==> src/include/panel_pkg.sv <==
// constants and types for the feeder localizer front panel
`default_nettype none
package panel_pkg;
   localparam int          FEEDERS      = 16;
   localparam int          FIDX_W       = 4;
   localparam int          VAL_W        = 10;
   localparam int          CLK_HZ       = 20000000;
   localparam int          TIMEOUT_S    = 120;
   localparam int          COPY_S       = 6;
   localparam int          FLASH_MS     = 250;
   localparam int          REP_SLOW_MS  = 400;
   localparam int          REP_FAST_MS  = 50;
   localparam int          REP_DEC_MS   = 50;
   localparam int          COPY_STEP_MS = 500;
   // two minutes of cycles overflows a signed int, so this one is unsigned
   localparam int unsigned TIMEOUT_CYC  = unsigned'(TIMEOUT_S)
                                          * unsigned'(CLK_HZ);
   localparam int          COPY_CYC     = COPY_S * CLK_HZ;
   localparam int          FLASH_CYC    = FLASH_MS * (CLK_HZ / 1000);
   localparam int          REP_SLOW_CYC = REP_SLOW_MS * (CLK_HZ / 1000);
   localparam int          REP_FAST_CYC = REP_FAST_MS * (CLK_HZ / 1000);
   localparam int          REP_DEC_CYC  = REP_DEC_MS * (CLK_HZ / 1000);
   localparam int          COPY_STEP_CYC = COPY_STEP_MS * (CLK_HZ / 1000);
   localparam logic [VAL_W-1:0] VAL_MIN     = 10'h001;
   localparam logic [VAL_W-1:0] VAL_MAX     = 10'h3e7;
   localparam logic [VAL_W-1:0] VAL_CLEARED = 10'h3e7;
   localparam logic [VAL_W-1:0] VAL_INTERM  = 10'h001;
   localparam logic [VAL_W-1:0] THR_RESET   = 10'h00a;
   localparam logic [VAL_W-1:0] VAL_BLANK   = 10'h000;
   typedef enum logic [2:0] {
      MODE_NORMAL,
      MODE_VIEW,
      MODE_MODIFY,
      MODE_COPY,
      MODE_ALARM,
      MODE_CLEAR,
      MODE_SELFTEST
   } mode_t;
endpackage
`default_nettype wire

==> src/design/key_repeat.sv <==
// accelerating key repeat: one step on press, then faster steps while held
`default_nettype none
module key_repeat
   import panel_pkg::*;
(
   // clock and reset
   input  wire logic sys_clk_in,
   input  wire logic rst_b_in,
   // key level and step pulse
   input  wire logic key_in,
   output logic      step_out
);
   logic        key_r;
   logic        key_nxt;
   logic [23:0] cnt_r;
   logic [23:0] cnt_nxt;
   logic [23:0] per_r;
   logic [23:0] per_nxt;
   logic        step_r;
   logic        step_nxt;

   always_comb
   begin
      key_nxt  = key_in;
      cnt_nxt  = cnt_r;
      per_nxt  = per_r;
      step_nxt = 1'b0;
      if (!key_in)
      begin
         cnt_nxt = 24'h0;
         per_nxt = 24'(REP_SLOW_CYC);
      end
      else if (!key_r)
      begin
         step_nxt = 1'b1;
         cnt_nxt  = 24'h0;
      end
      else if (cnt_r >= per_r - 24'h1)
      begin
         step_nxt = 1'b1;
         cnt_nxt  = 24'h0;
         // period shrinks after every repeat step down to the fast floor
         if (per_r > 24'(REP_FAST_CYC + REP_DEC_CYC))
            per_nxt = per_r - 24'(REP_DEC_CYC);
         else
            per_nxt = 24'(REP_FAST_CYC);
      end
      else
         cnt_nxt = cnt_r + 24'h1;
   end

   always_ff @(posedge sys_clk_in or negedge rst_b_in)
   begin
      if (!rst_b_in)
      begin
         key_r  <= 1'b0;
         cnt_r  <= 24'h0;
         per_r  <= 24'(REP_SLOW_CYC);
         step_r <= 1'b0;
      end
      else
      begin
         key_r  <= key_nxt;
         cnt_r  <= cnt_nxt;
         per_r  <= per_nxt;
         step_r <= step_nxt;
      end
   end

   assign step_out = step_r;
endmodule
`default_nettype wire

==> src/design/feeder_panel.sv <==
// front panel control of the multi feeder fault localizer
// Function
// - keypad modification path changes only per-feeder fault thresholds.
// - held plus or minus steps slowly, then faster; short press steps once.
// - viewing a feeder flashes its led and shows its threshold in kilohms.
// - two minutes without keys in view or modify returns to normal.
// - after confirming a threshold, copy led flashes for six seconds.
// - plus and confirm in copy window walk feeders, loading same threshold.
// - a fault alarm arising in normal mode shows that feeder's measured resistance automatically.
// - resetting an active alarm de-energizes fault and failsafe relays.
// - intermittent fault display flashes both leds and shows 1 kilohm.
// - intermittent faults clear one feeder per clear action.
// - after clearing show 999, advance to next used feeder still holding an intermittent fault.
// - when all intermittent faults are gone, indicator led goes off.
// - serious self-test failure loops self-test, red led, failsafe relay.
// - toroid short or open logs non-blocking failure and lights red led.
// - blocking errors halt and are not stored; non-blocking are stored.
`default_nettype none
module feeder_panel
   import panel_pkg::*;
#(
   parameter int unsigned TIMEOUT_CYCLES = TIMEOUT_CYC,
   parameter int          COPY_CYCLES    = COPY_CYC
)
(
   // clock and reset
   input  wire logic                          sys_clk_in,
   input  wire logic                          rst_b_in,
   // keypad levels
   input  wire logic                          key_plus_in,
   input  wire logic                          key_minus_in,
   input  wire logic                          key_ok_in,
   input  wire logic                          key_select_in,
   input  wire logic                          key_reset_in,
   // measurement side
   input  wire logic [panel_pkg::FEEDERS-1:0] feeder_used_in,
   input  wire logic [panel_pkg::FEEDERS-1:0] fault_alarm_in,
   input  wire logic [panel_pkg::FEEDERS-1:0] interm_event_in,
   input  wire logic [panel_pkg::FEEDERS-1:0] toroid_bad_in,
   input  wire logic [panel_pkg::VAL_W-1:0]   fault_res_in,
   input  wire logic                          selftest_serious_in,
   // display and leds
   output logic [panel_pkg::VAL_W-1:0]        display_val_out,
   output logic [panel_pkg::FIDX_W-1:0]       res_feeder_out,
   output logic [panel_pkg::FEEDERS-1:0]      feeder_led_out,
   output logic                               copy_led_out,
   output logic                               interm_led_out,
   output logic                               red_led_out,
   output logic                               selftest_loop_out,
   // relays
   output logic                               fault_relay_out,
   output logic                               failsafe_relay_out,
   // stored failure log and threshold read back
   output logic [panel_pkg::FEEDERS-1:0]      failure_log_out,
   output logic [panel_pkg::VAL_W-1:0]        thr_sel_out
);
   import panel_pkg::*;

   function automatic logic [FIDX_W-1:0] next_used(
      input logic [FIDX_W-1:0]  cur,
      input logic [FEEDERS-1:0] used);
      logic [FIDX_W-1:0] n;
      logic              hit;
      n   = cur;
      hit = 1'b0;
      for (int i = 1; i <= FEEDERS; i++)
      begin
         if (!hit && used[FIDX_W'(int'(cur) + i)])
         begin
            n   = FIDX_W'(int'(cur) + i);
            hit = 1'b1;
         end
      end
      return n;
   endfunction

   function automatic logic [FIDX_W-1:0] first_set(
      input logic [FEEDERS-1:0] v);
      logic [FIDX_W-1:0] n;
      n = '0;
      for (int i = FEEDERS - 1; i >= 0; i--)
         if (v[i])
            n = FIDX_W'(i);
      return n;
   endfunction

   // one saturating threshold step within the editable range
   function automatic logic [VAL_W-1:0] step_val(
      input logic [VAL_W-1:0] v,
      input logic             up,
      input logic             dn);
      logic [VAL_W-1:0] n;
      n = v;
      if (up && v < VAL_MAX)
         n = v + 10'h001;
      else if (dn && v > VAL_MIN)
         n = v - 10'h001;
      return n;
   endfunction

   logic                  up_step;
   logic                  dn_step;
   logic                  copy_step;
   mode_t                 mode_r, mode_nxt;
   logic [FIDX_W-1:0]     sel_r, sel_nxt;
   logic [VAL_W-1:0]      thr_r [FEEDERS];
   logic [VAL_W-1:0]      thr_nxt [FEEDERS];
   logic [VAL_W-1:0]      edit_r, edit_nxt;
   logic [FEEDERS-1:0]    interm_r, interm_nxt;
   logic [FEEDERS-1:0]    log_r, log_nxt;
   logic                  relays_on_r, relays_on_nxt;
   logic [31:0]           idle_r, idle_nxt;
   logic [31:0]           copy_r, copy_nxt;
   logic [23:0]           flash_r, flash_nxt;
   logic                  blink_r, blink_nxt;
   logic [4:0]            keys_r;
   logic [4:0]            keys_now;
   logic                  any_press;
   logic [VAL_W-1:0]      disp_nxt;
   logic [FEEDERS-1:0]    led_nxt;
   logic                  cleared_r, cleared_nxt;

   key_repeat u_rep_up (
      .sys_clk_in (sys_clk_in),
      .rst_b_in   (rst_b_in),
      .key_in     (key_plus_in & ~key_ok_in),
      .step_out   (up_step)
   );
   key_repeat u_rep_dn (
      .sys_clk_in (sys_clk_in),
      .rst_b_in   (rst_b_in),
      .key_in     (key_minus_in),
      .step_out   (dn_step)
   );
   key_repeat u_rep_copy (
      .sys_clk_in (sys_clk_in),
      .rst_b_in   (rst_b_in),
      .key_in     (key_plus_in & key_ok_in & (mode_r == MODE_COPY)),
      .step_out   (copy_step)
   );

   assign keys_now  = {key_plus_in, key_minus_in, key_ok_in,
                       key_select_in, key_reset_in};
   assign any_press = |(keys_now & ~keys_r);

   always_comb
   begin
      mode_nxt      = mode_r;
      sel_nxt       = sel_r;
      thr_nxt       = thr_r;
      edit_nxt      = edit_r;
      log_nxt       = log_r | toroid_bad_in;
      interm_nxt    = interm_r | interm_event_in;
      relays_on_nxt = relays_on_r | (|fault_alarm_in);
      copy_nxt      = (copy_r != 32'h0) ? copy_r - 32'h1 : 32'h0;
      flash_nxt     = flash_r + 24'h1;
      blink_nxt     = blink_r;
      cleared_nxt   = 1'b0;
      if (flash_r >= 24'(FLASH_CYC - 1))
      begin
         flash_nxt = 24'h0;
         blink_nxt = ~blink_r;
      end
      idle_nxt = any_press ? 32'h0 : idle_r + 32'h1;
      if (selftest_serious_in)
         mode_nxt = MODE_SELFTEST;
      else
         case (mode_r)
            MODE_NORMAL:
            begin
               if (|fault_alarm_in)
               begin
                  mode_nxt = MODE_ALARM;
                  sel_nxt  = first_set(fault_alarm_in);
               end
               else if (key_select_in && !keys_r[1])
               begin
                  mode_nxt = MODE_VIEW;
                  sel_nxt  = next_used(sel_r, feeder_used_in);
               end
               else if (key_ok_in && !keys_r[2] && |interm_r)
               begin
                  mode_nxt = MODE_CLEAR;
                  sel_nxt  = first_set(interm_r);
               end
            end
            MODE_VIEW:
            begin
               if (key_select_in && !keys_r[1])
                  sel_nxt = next_used(sel_r, feeder_used_in);
               else if (up_step || dn_step)
               begin
                  mode_nxt = MODE_MODIFY;
                  edit_nxt = step_val(thr_r[sel_r], up_step, dn_step);
               end
            end
            MODE_MODIFY:
            begin
               // only the fault threshold is editable here
               edit_nxt = step_val(edit_r, up_step, dn_step);
               if (key_ok_in && !keys_r[2])
               begin
                  thr_nxt[sel_r] = edit_r;
                  mode_nxt       = MODE_COPY;
                  copy_nxt       = 32'(COPY_CYCLES);
               end
            end
            MODE_COPY:
            begin
               if (copy_step)
               begin
                  sel_nxt          = next_used(sel_r, feeder_used_in);
                  thr_nxt[next_used(sel_r, feeder_used_in)] = edit_r;
                  copy_nxt         = 32'(COPY_CYCLES);
               end
               else if (copy_r == 32'h0)
                  mode_nxt = MODE_VIEW;
            end
            MODE_ALARM:
            begin
               if (key_reset_in && !keys_r[0])
               begin
                  relays_on_nxt = 1'b0;
                  mode_nxt      = MODE_NORMAL;
               end
               else if (|fault_alarm_in)
                  sel_nxt = first_set(fault_alarm_in);
            end
            MODE_CLEAR:
            begin
               if (key_reset_in && !keys_r[0])
               begin
                  interm_nxt[sel_r] = interm_event_in[sel_r];
                  cleared_nxt       = 1'b1;
                  sel_nxt = next_used(sel_r, feeder_used_in & interm_r
                            & ~(FEEDERS'(1) << sel_r));
                  if ((interm_r & ~(FEEDERS'(1) << sel_r)) == '0)
                     mode_nxt = MODE_NORMAL;
               end
            end
            MODE_SELFTEST:
               mode_nxt = MODE_NORMAL;
            default:
               mode_nxt = MODE_NORMAL;
         endcase
      // a serious self-test failure wins over the inactivity exit
      if ((mode_r == MODE_VIEW || mode_r == MODE_MODIFY
           || mode_r == MODE_CLEAR) && idle_r >= 32'(TIMEOUT_CYCLES - 1)
          && !selftest_serious_in)
         mode_nxt = MODE_NORMAL;
      // display and leds
      disp_nxt = VAL_BLANK;
      led_nxt  = '0;
      case (mode_nxt)
         MODE_VIEW, MODE_COPY:
         begin
            disp_nxt = thr_nxt[sel_nxt];
            led_nxt[sel_nxt] = blink_nxt;
         end
         MODE_MODIFY:
         begin
            disp_nxt = edit_nxt;
            led_nxt[sel_nxt] = blink_nxt;
         end
         MODE_ALARM:
         begin
            disp_nxt = fault_res_in;
            led_nxt  = fault_alarm_in;
         end
         MODE_CLEAR:
         begin
            disp_nxt = cleared_nxt ? VAL_CLEARED : VAL_INTERM;
            led_nxt[sel_nxt] = blink_nxt;
         end
         default:
            led_nxt = '0;
      endcase
      // the last clear leaves clear mode but still shows 999 once
      if (cleared_nxt)
         disp_nxt = VAL_CLEARED;
   end

   always_ff @(posedge sys_clk_in or negedge rst_b_in)
   begin
      if (!rst_b_in)
      begin
         mode_r             <= MODE_NORMAL;
         sel_r              <= '0;
         for (int i = 0; i < FEEDERS; i++)
            thr_r[i] <= THR_RESET;
         edit_r             <= THR_RESET;
         interm_r           <= '0;
         log_r              <= '0;
         relays_on_r        <= 1'b0;
         idle_r             <= 32'h0;
         copy_r             <= 32'h0;
         flash_r            <= 24'h0;
         // flashing starts in the lit phase
         blink_r            <= 1'b1;
         keys_r             <= 5'h00;
         cleared_r          <= 1'b0;
         display_val_out    <= VAL_BLANK;
         res_feeder_out     <= '0;
         feeder_led_out     <= '0;
         copy_led_out       <= 1'b0;
         interm_led_out     <= 1'b0;
         red_led_out        <= 1'b0;
         selftest_loop_out  <= 1'b0;
         fault_relay_out    <= 1'b0;
         failsafe_relay_out <= 1'b0;
         failure_log_out    <= '0;
         thr_sel_out        <= THR_RESET;
      end
      else
      begin
         mode_r             <= mode_nxt;
         sel_r              <= sel_nxt;
         thr_r              <= thr_nxt;
         edit_r             <= edit_nxt;
         interm_r           <= interm_nxt;
         log_r              <= log_nxt;
         relays_on_r        <= relays_on_nxt;
         idle_r             <= idle_nxt;
         copy_r             <= copy_nxt;
         flash_r            <= flash_nxt;
         blink_r            <= blink_nxt;
         keys_r             <= keys_now;
         cleared_r          <= cleared_nxt;
         display_val_out    <= disp_nxt;
         res_feeder_out     <= sel_nxt;
         feeder_led_out     <= led_nxt;
         copy_led_out       <= (copy_nxt != 32'h0) && blink_nxt;
         // the indicator flashes with the feeder led while clearing
         interm_led_out     <= (|interm_nxt) && (blink_nxt
                               || mode_nxt != MODE_CLEAR);
         red_led_out        <= selftest_serious_in | (|log_nxt);
         selftest_loop_out  <= selftest_serious_in;
         fault_relay_out    <= relays_on_nxt;
         failsafe_relay_out <= relays_on_nxt | selftest_serious_in;
         failure_log_out    <= log_nxt;
         thr_sel_out        <= thr_nxt[sel_nxt];
      end
   end
endmodule
`default_nettype wire

==> config.mk <==
export PLATFORM = sky130hd
export DESIGN_NAME = feeder_panel
export DESIGN_NICKNAME = d
export VERILOG_FILES = /design/src/include/panel_pkg.sv /design/src/design/key_repeat.sv /design/src/design/feeder_panel.sv
export SDC_FILE = /design/constraint.sdc
export NUM_CORES = 2
export LEC_CHECK = 0
export BUFFER_PORTS_ARGS = -buffer_cell sky130_fd_sc_hd__buf_2
export CORE_UTILIZATION = 50
export DETAILED_ROUTE_END_ITERATION = 10
export GPL_TIMING_DRIVEN = 1
export PLACE_DENSITY = 0.67
export SYNTH_ARGS = -nofsm -noshare
export SYNTH_HDL_FRONTEND = slang
export SYNTH_SLANG_ARGS = --single-unit
==> constraint.sdc <==
create_clock -name sys_clk_in -period 21.7 [get_ports sys_clk_in]
set_input_delay 5.425 -clock sys_clk_in [delete_from_list [all_inputs] [get_ports sys_clk_in]]
set_output_delay 5.425 -clock sys_clk_in [all_outputs]
set_load 0.02 [all_outputs]
==> impl_metrics.json <==
{
  "status": "finished, final reports clean",
  "r2r-start": "sel_r[1]$_DFF_PN0_",
  "grt_usage_pct": 32.2,
  "ios": 144,
  "drt-initial-drc-count": 3839,
  "yosys_warnings": 0,
  "clk_latency_ns": 0.62,
  "die_area_um2": 67100,
  "dieWidth_um": 259,
  "crit_arrival_ns": 11.80,
  "grt_pass1_wl_um": 169000,
  "ant_nets": 0,
  "synth_seq_cells": 476,
  "rsz0062_at_grt": "no",
  "grt_pass1_vias": 28800,
  "syn_area_um2": 33000,
  "clkSinkCount": 476,
  "cts_buffers": 52,
  "synth_top_family_by_area": "compound AO/OA/AOI/OAI gates",
  "htree_levels": 2,
  "num_rows": 93,
  "cp-startpoint": "feeder_used_in[4]",
  "syn2layout_area_growth_pct": 10.4,
  "synth-edff-count": 0,
  "n_fill_cell": 5795,
  "setup_tns_ns": 0,
  "pwr-share-clk_pct": 27.5,
  "maxSlewViolCount": 0,
  "fin_crit_sh_pct": 52.1,
  "routed_via_density": 6.75,
  "drive_gt1_share_pct": 16.7,
  "post_drt_wl_per_cell_um": 24.3,
  "postCtsSetupBuffers": 0,
  "postCtsResizedCells": 0,
  "cp-end-kind": "register",
  "switching_share_pct": 41.9,
  "setup_ws_ns": 10.40,
  "power.switching_mw": 1.46,
  "layout_commonest_cell": "dfrtp_1",
  "synth_xor_xnor_area_share_pct": 5.50,
  "maxClockFrequency_ghz": 0.0885,
  "drc": 0,
  "synth-simple-area-share_pct": 19.9,
  "routed_wl_um": 108000,
  "pwr-share-seq_pct": 28.6,
  "power.leakage_nw": 15.2,
  "synth_compound_area_share_pct": 20.1,
  "p_comb_share_pct": 43.9,
  "synth_nets": 3688,
  "dp_slack_ns": 9.94,
  "syn-mean-instance-area_um2": 9.40,
  "hold_class": "register to register",
  "n_antenna_cell": 0,
  "synth-adder-area-share_pct": 3.56,
  "layout_min_cycle_time_ns": 11.30,
  "critPathRequiredTime_ns": 22.20,
  "async_flop_share_pct": 100,
  "setup_viol": 0,
  "crit_type": "input port to register",
  "total_power_mw": 3.50,
  "synthFlopType": "dfrtp_1",
  "crit_fanout": 42,
  "root_buffer": "clkbuf_16",
  "cts_tree": "done",
  "syn_inst": 3512,
  "finalNetCount": 3738,
  "fp.dieH_um": 259,
  "grt_max_degree": 123,
  "most-common-layout-cells": "dfrtp_1, nor2_1, nand2_1, o21ai_0, a22o_1",
  "yosysUniqueCellTypes": 109,
  "maxCapViolCount": 0,
  "slew_headroom_pct": 11.7,
  "max-clock-path-buffers": 3,
  "seq_area_frac_synth_pct": 36.3,
  "num_vias": 30100,
  "initial_utilization_pct": 50.9,
  "path_clk_slew_ns": 0.06,
  "core_area_um2": 64800,
  "overflow": 0,
  "drtPass1Iterations": 8,
  "min_from": "log_r[1]$_DFF_PN0_",
  "muxShareOfSynthArea_pct": 11.0,
  "gp_congestion": 0.980,
  "ir_drop_mv": 0.0623,
  "antenna_found_initial": 3,
  "hpwl_um": 76300,
  "cts_hold_buffers": 0,
  "hold_viol": 0,
  "worst_slew_pin_slew_ns": 1.32,
  "critPathLaunchType": "input port",
  "port_buffers": 143,
  "p_int_mw": 2.03,
  "powerDensity_nw_per_um2": 95.9,
  "fin_skew_ns": 0.0196
}
-- logic make-up (layout without fill, tap and decap cells) --
| group | Yosys count | in the layout |
|---|---|---|
| multiplexers | 199 | 199 |
| AND/OR/NAND/NOR | 1323 | 1323 |
| XOR/XNOR | 204 | 204 |
| adder cells (fa/ha/maj) | 94 | 94 |
| flip-flops | 476 | 476 |
| AO/OA/AOI/OAI | 912 | 912 |
| other | 1 | 1 |
| buffers and inverters | 303 | 397 |
-- synthesized netlist by cell type, types with 38 or more instances --
library cell / number / share of area [%]
ha_1: 94 / 3.6
a21o_1: 52 / 1.2
nand2b_1: 38 / 0.72
a21oi_1: 128 / 1.9
nand2_1: 271 / 3.1
mux4_2: 122 / 8.3
xnor2_1: 96 / 2.5
nor4_1: 64 / 1.2
a22o_1: 162 / 4.3
nand3_1: 147 / 2.2
nor3_1: 88 / 1.3
xor2_1: 104 / 2.8
and3_1: 63 / 1.2
dfstp_2: 58 / 4.6
nor2b_1: 46 / 0.87
nor2_1: 388 / 4.4
o21ai_0: 169 / 2.6
dfrtp_1: 418 / 32
mux2i_1: 53 / 1.6
clkbuf_1: 171 / 1.9
inv_1: 75 / 0.85
o22ai_1: 43 / 0.81
-- registers in the layout (all words and copies together), names as in the netlist, 24 cells and up --
signal	count
u_rep_copy.cnt_r	24
thr_r	160
idle_r	32
u_rep_up.cnt_r	24
copy_r	32
u_rep_dn.cnt_r	24
flash_r	24
-- critical path: stages --
cell and delay (ns):
buf_2 0.14, mux4_1 0.68, mux4_2 0.67, nor4_4 0.42, nand3_4 0.21, a211o_1 0.32, a21oi_1 0.16, nor2_1 0.05
o311ai_0 0.56, a22oi_2 0.08, buf_4 0.27, inv_1 0.09, buf_4 0.48, nand2_1 0.68, or2_2 0.52, o2111ai_1 0.12
or4b_1 0.52, a221o_1 0.34
-- worst paths after layout --
kind | slack (ns) | depth (start not counted) | to
worst max-delay path | 10.40 | 18 | display_val_out[8]$_DFF_PN0_
worst min-delay path | 0.47 | 1 | log_r[1]$_DFF_PN0_
worst max register to register | 13.09 | 21 | display_val_out[8]$_DFF_PN0_
worst min register to register | 0.47 | 1 | log_r[1]$_DFF_PN0_
max in group asynchronous | 13.83 | 4 | u_rep_dn.cnt_r[0]$_DFF_PN0_
min in group asynchronous | 4.89 | 1 | feeder_led_out[15]$_DFF_PN0_
-- cell type report --
| cell class | instances | area (um^2) | share of cell area, % |
|---|---|---|---|
| clock buffers | 68 | 1500 | 4.13 |
| clock inverters | 30 | 372 | 1.02 |
| inverters | 80 | 300 | 0.824 |
| multi-input cells | 2733 | 19900 | 54.6 |
| flip-flops and latches | 476 | 12000 | 32.9 |
| well taps | 855 | 1070 | 2.93 |
| repair buffers | 219 | 1310 | 3.59 |
-- power groups by stage --
stage | clock [mW] | sequential, mW | combinational [mW]
final | 0.963 | 1.00 | 1.53
after global routing | 1.02 | 1.01 | 1.61
after CTS | 0.980 | 0.998 | 1.47
after detailed placement | 0 | 1.01 | 1.47
after global placement | 0 | 1.01 | 1.48
after floorplan | 0 | 1.00 | 1.04
-- metal layers --
layer / GRT usage (%) / vias up / routed length [um]
met2: 47.8 / 1696 / 47200
met3: 7.85 / 362 / 11500
met1: 44.2 / 14700 / 44200
li1: - / 13300 / -
met4: 14.9 / 4 / 5380
met5: 0 / - / 29
-- through the flow --
step                cell area, um^2  hold slack, ns  cells  utilization, %
floorplan                     33000           0.448   3512               -
global placement              34600           0.454   4363            53.4
detailed placement            34600           0.456   4363            53.4
CTS                           36500           0.469   4461            56.2
global route                  36500           0.484   4461            56.2
finish                        36500           0.468   4461            56.2
Note: power is estimated with default switching activity, not from simulation.
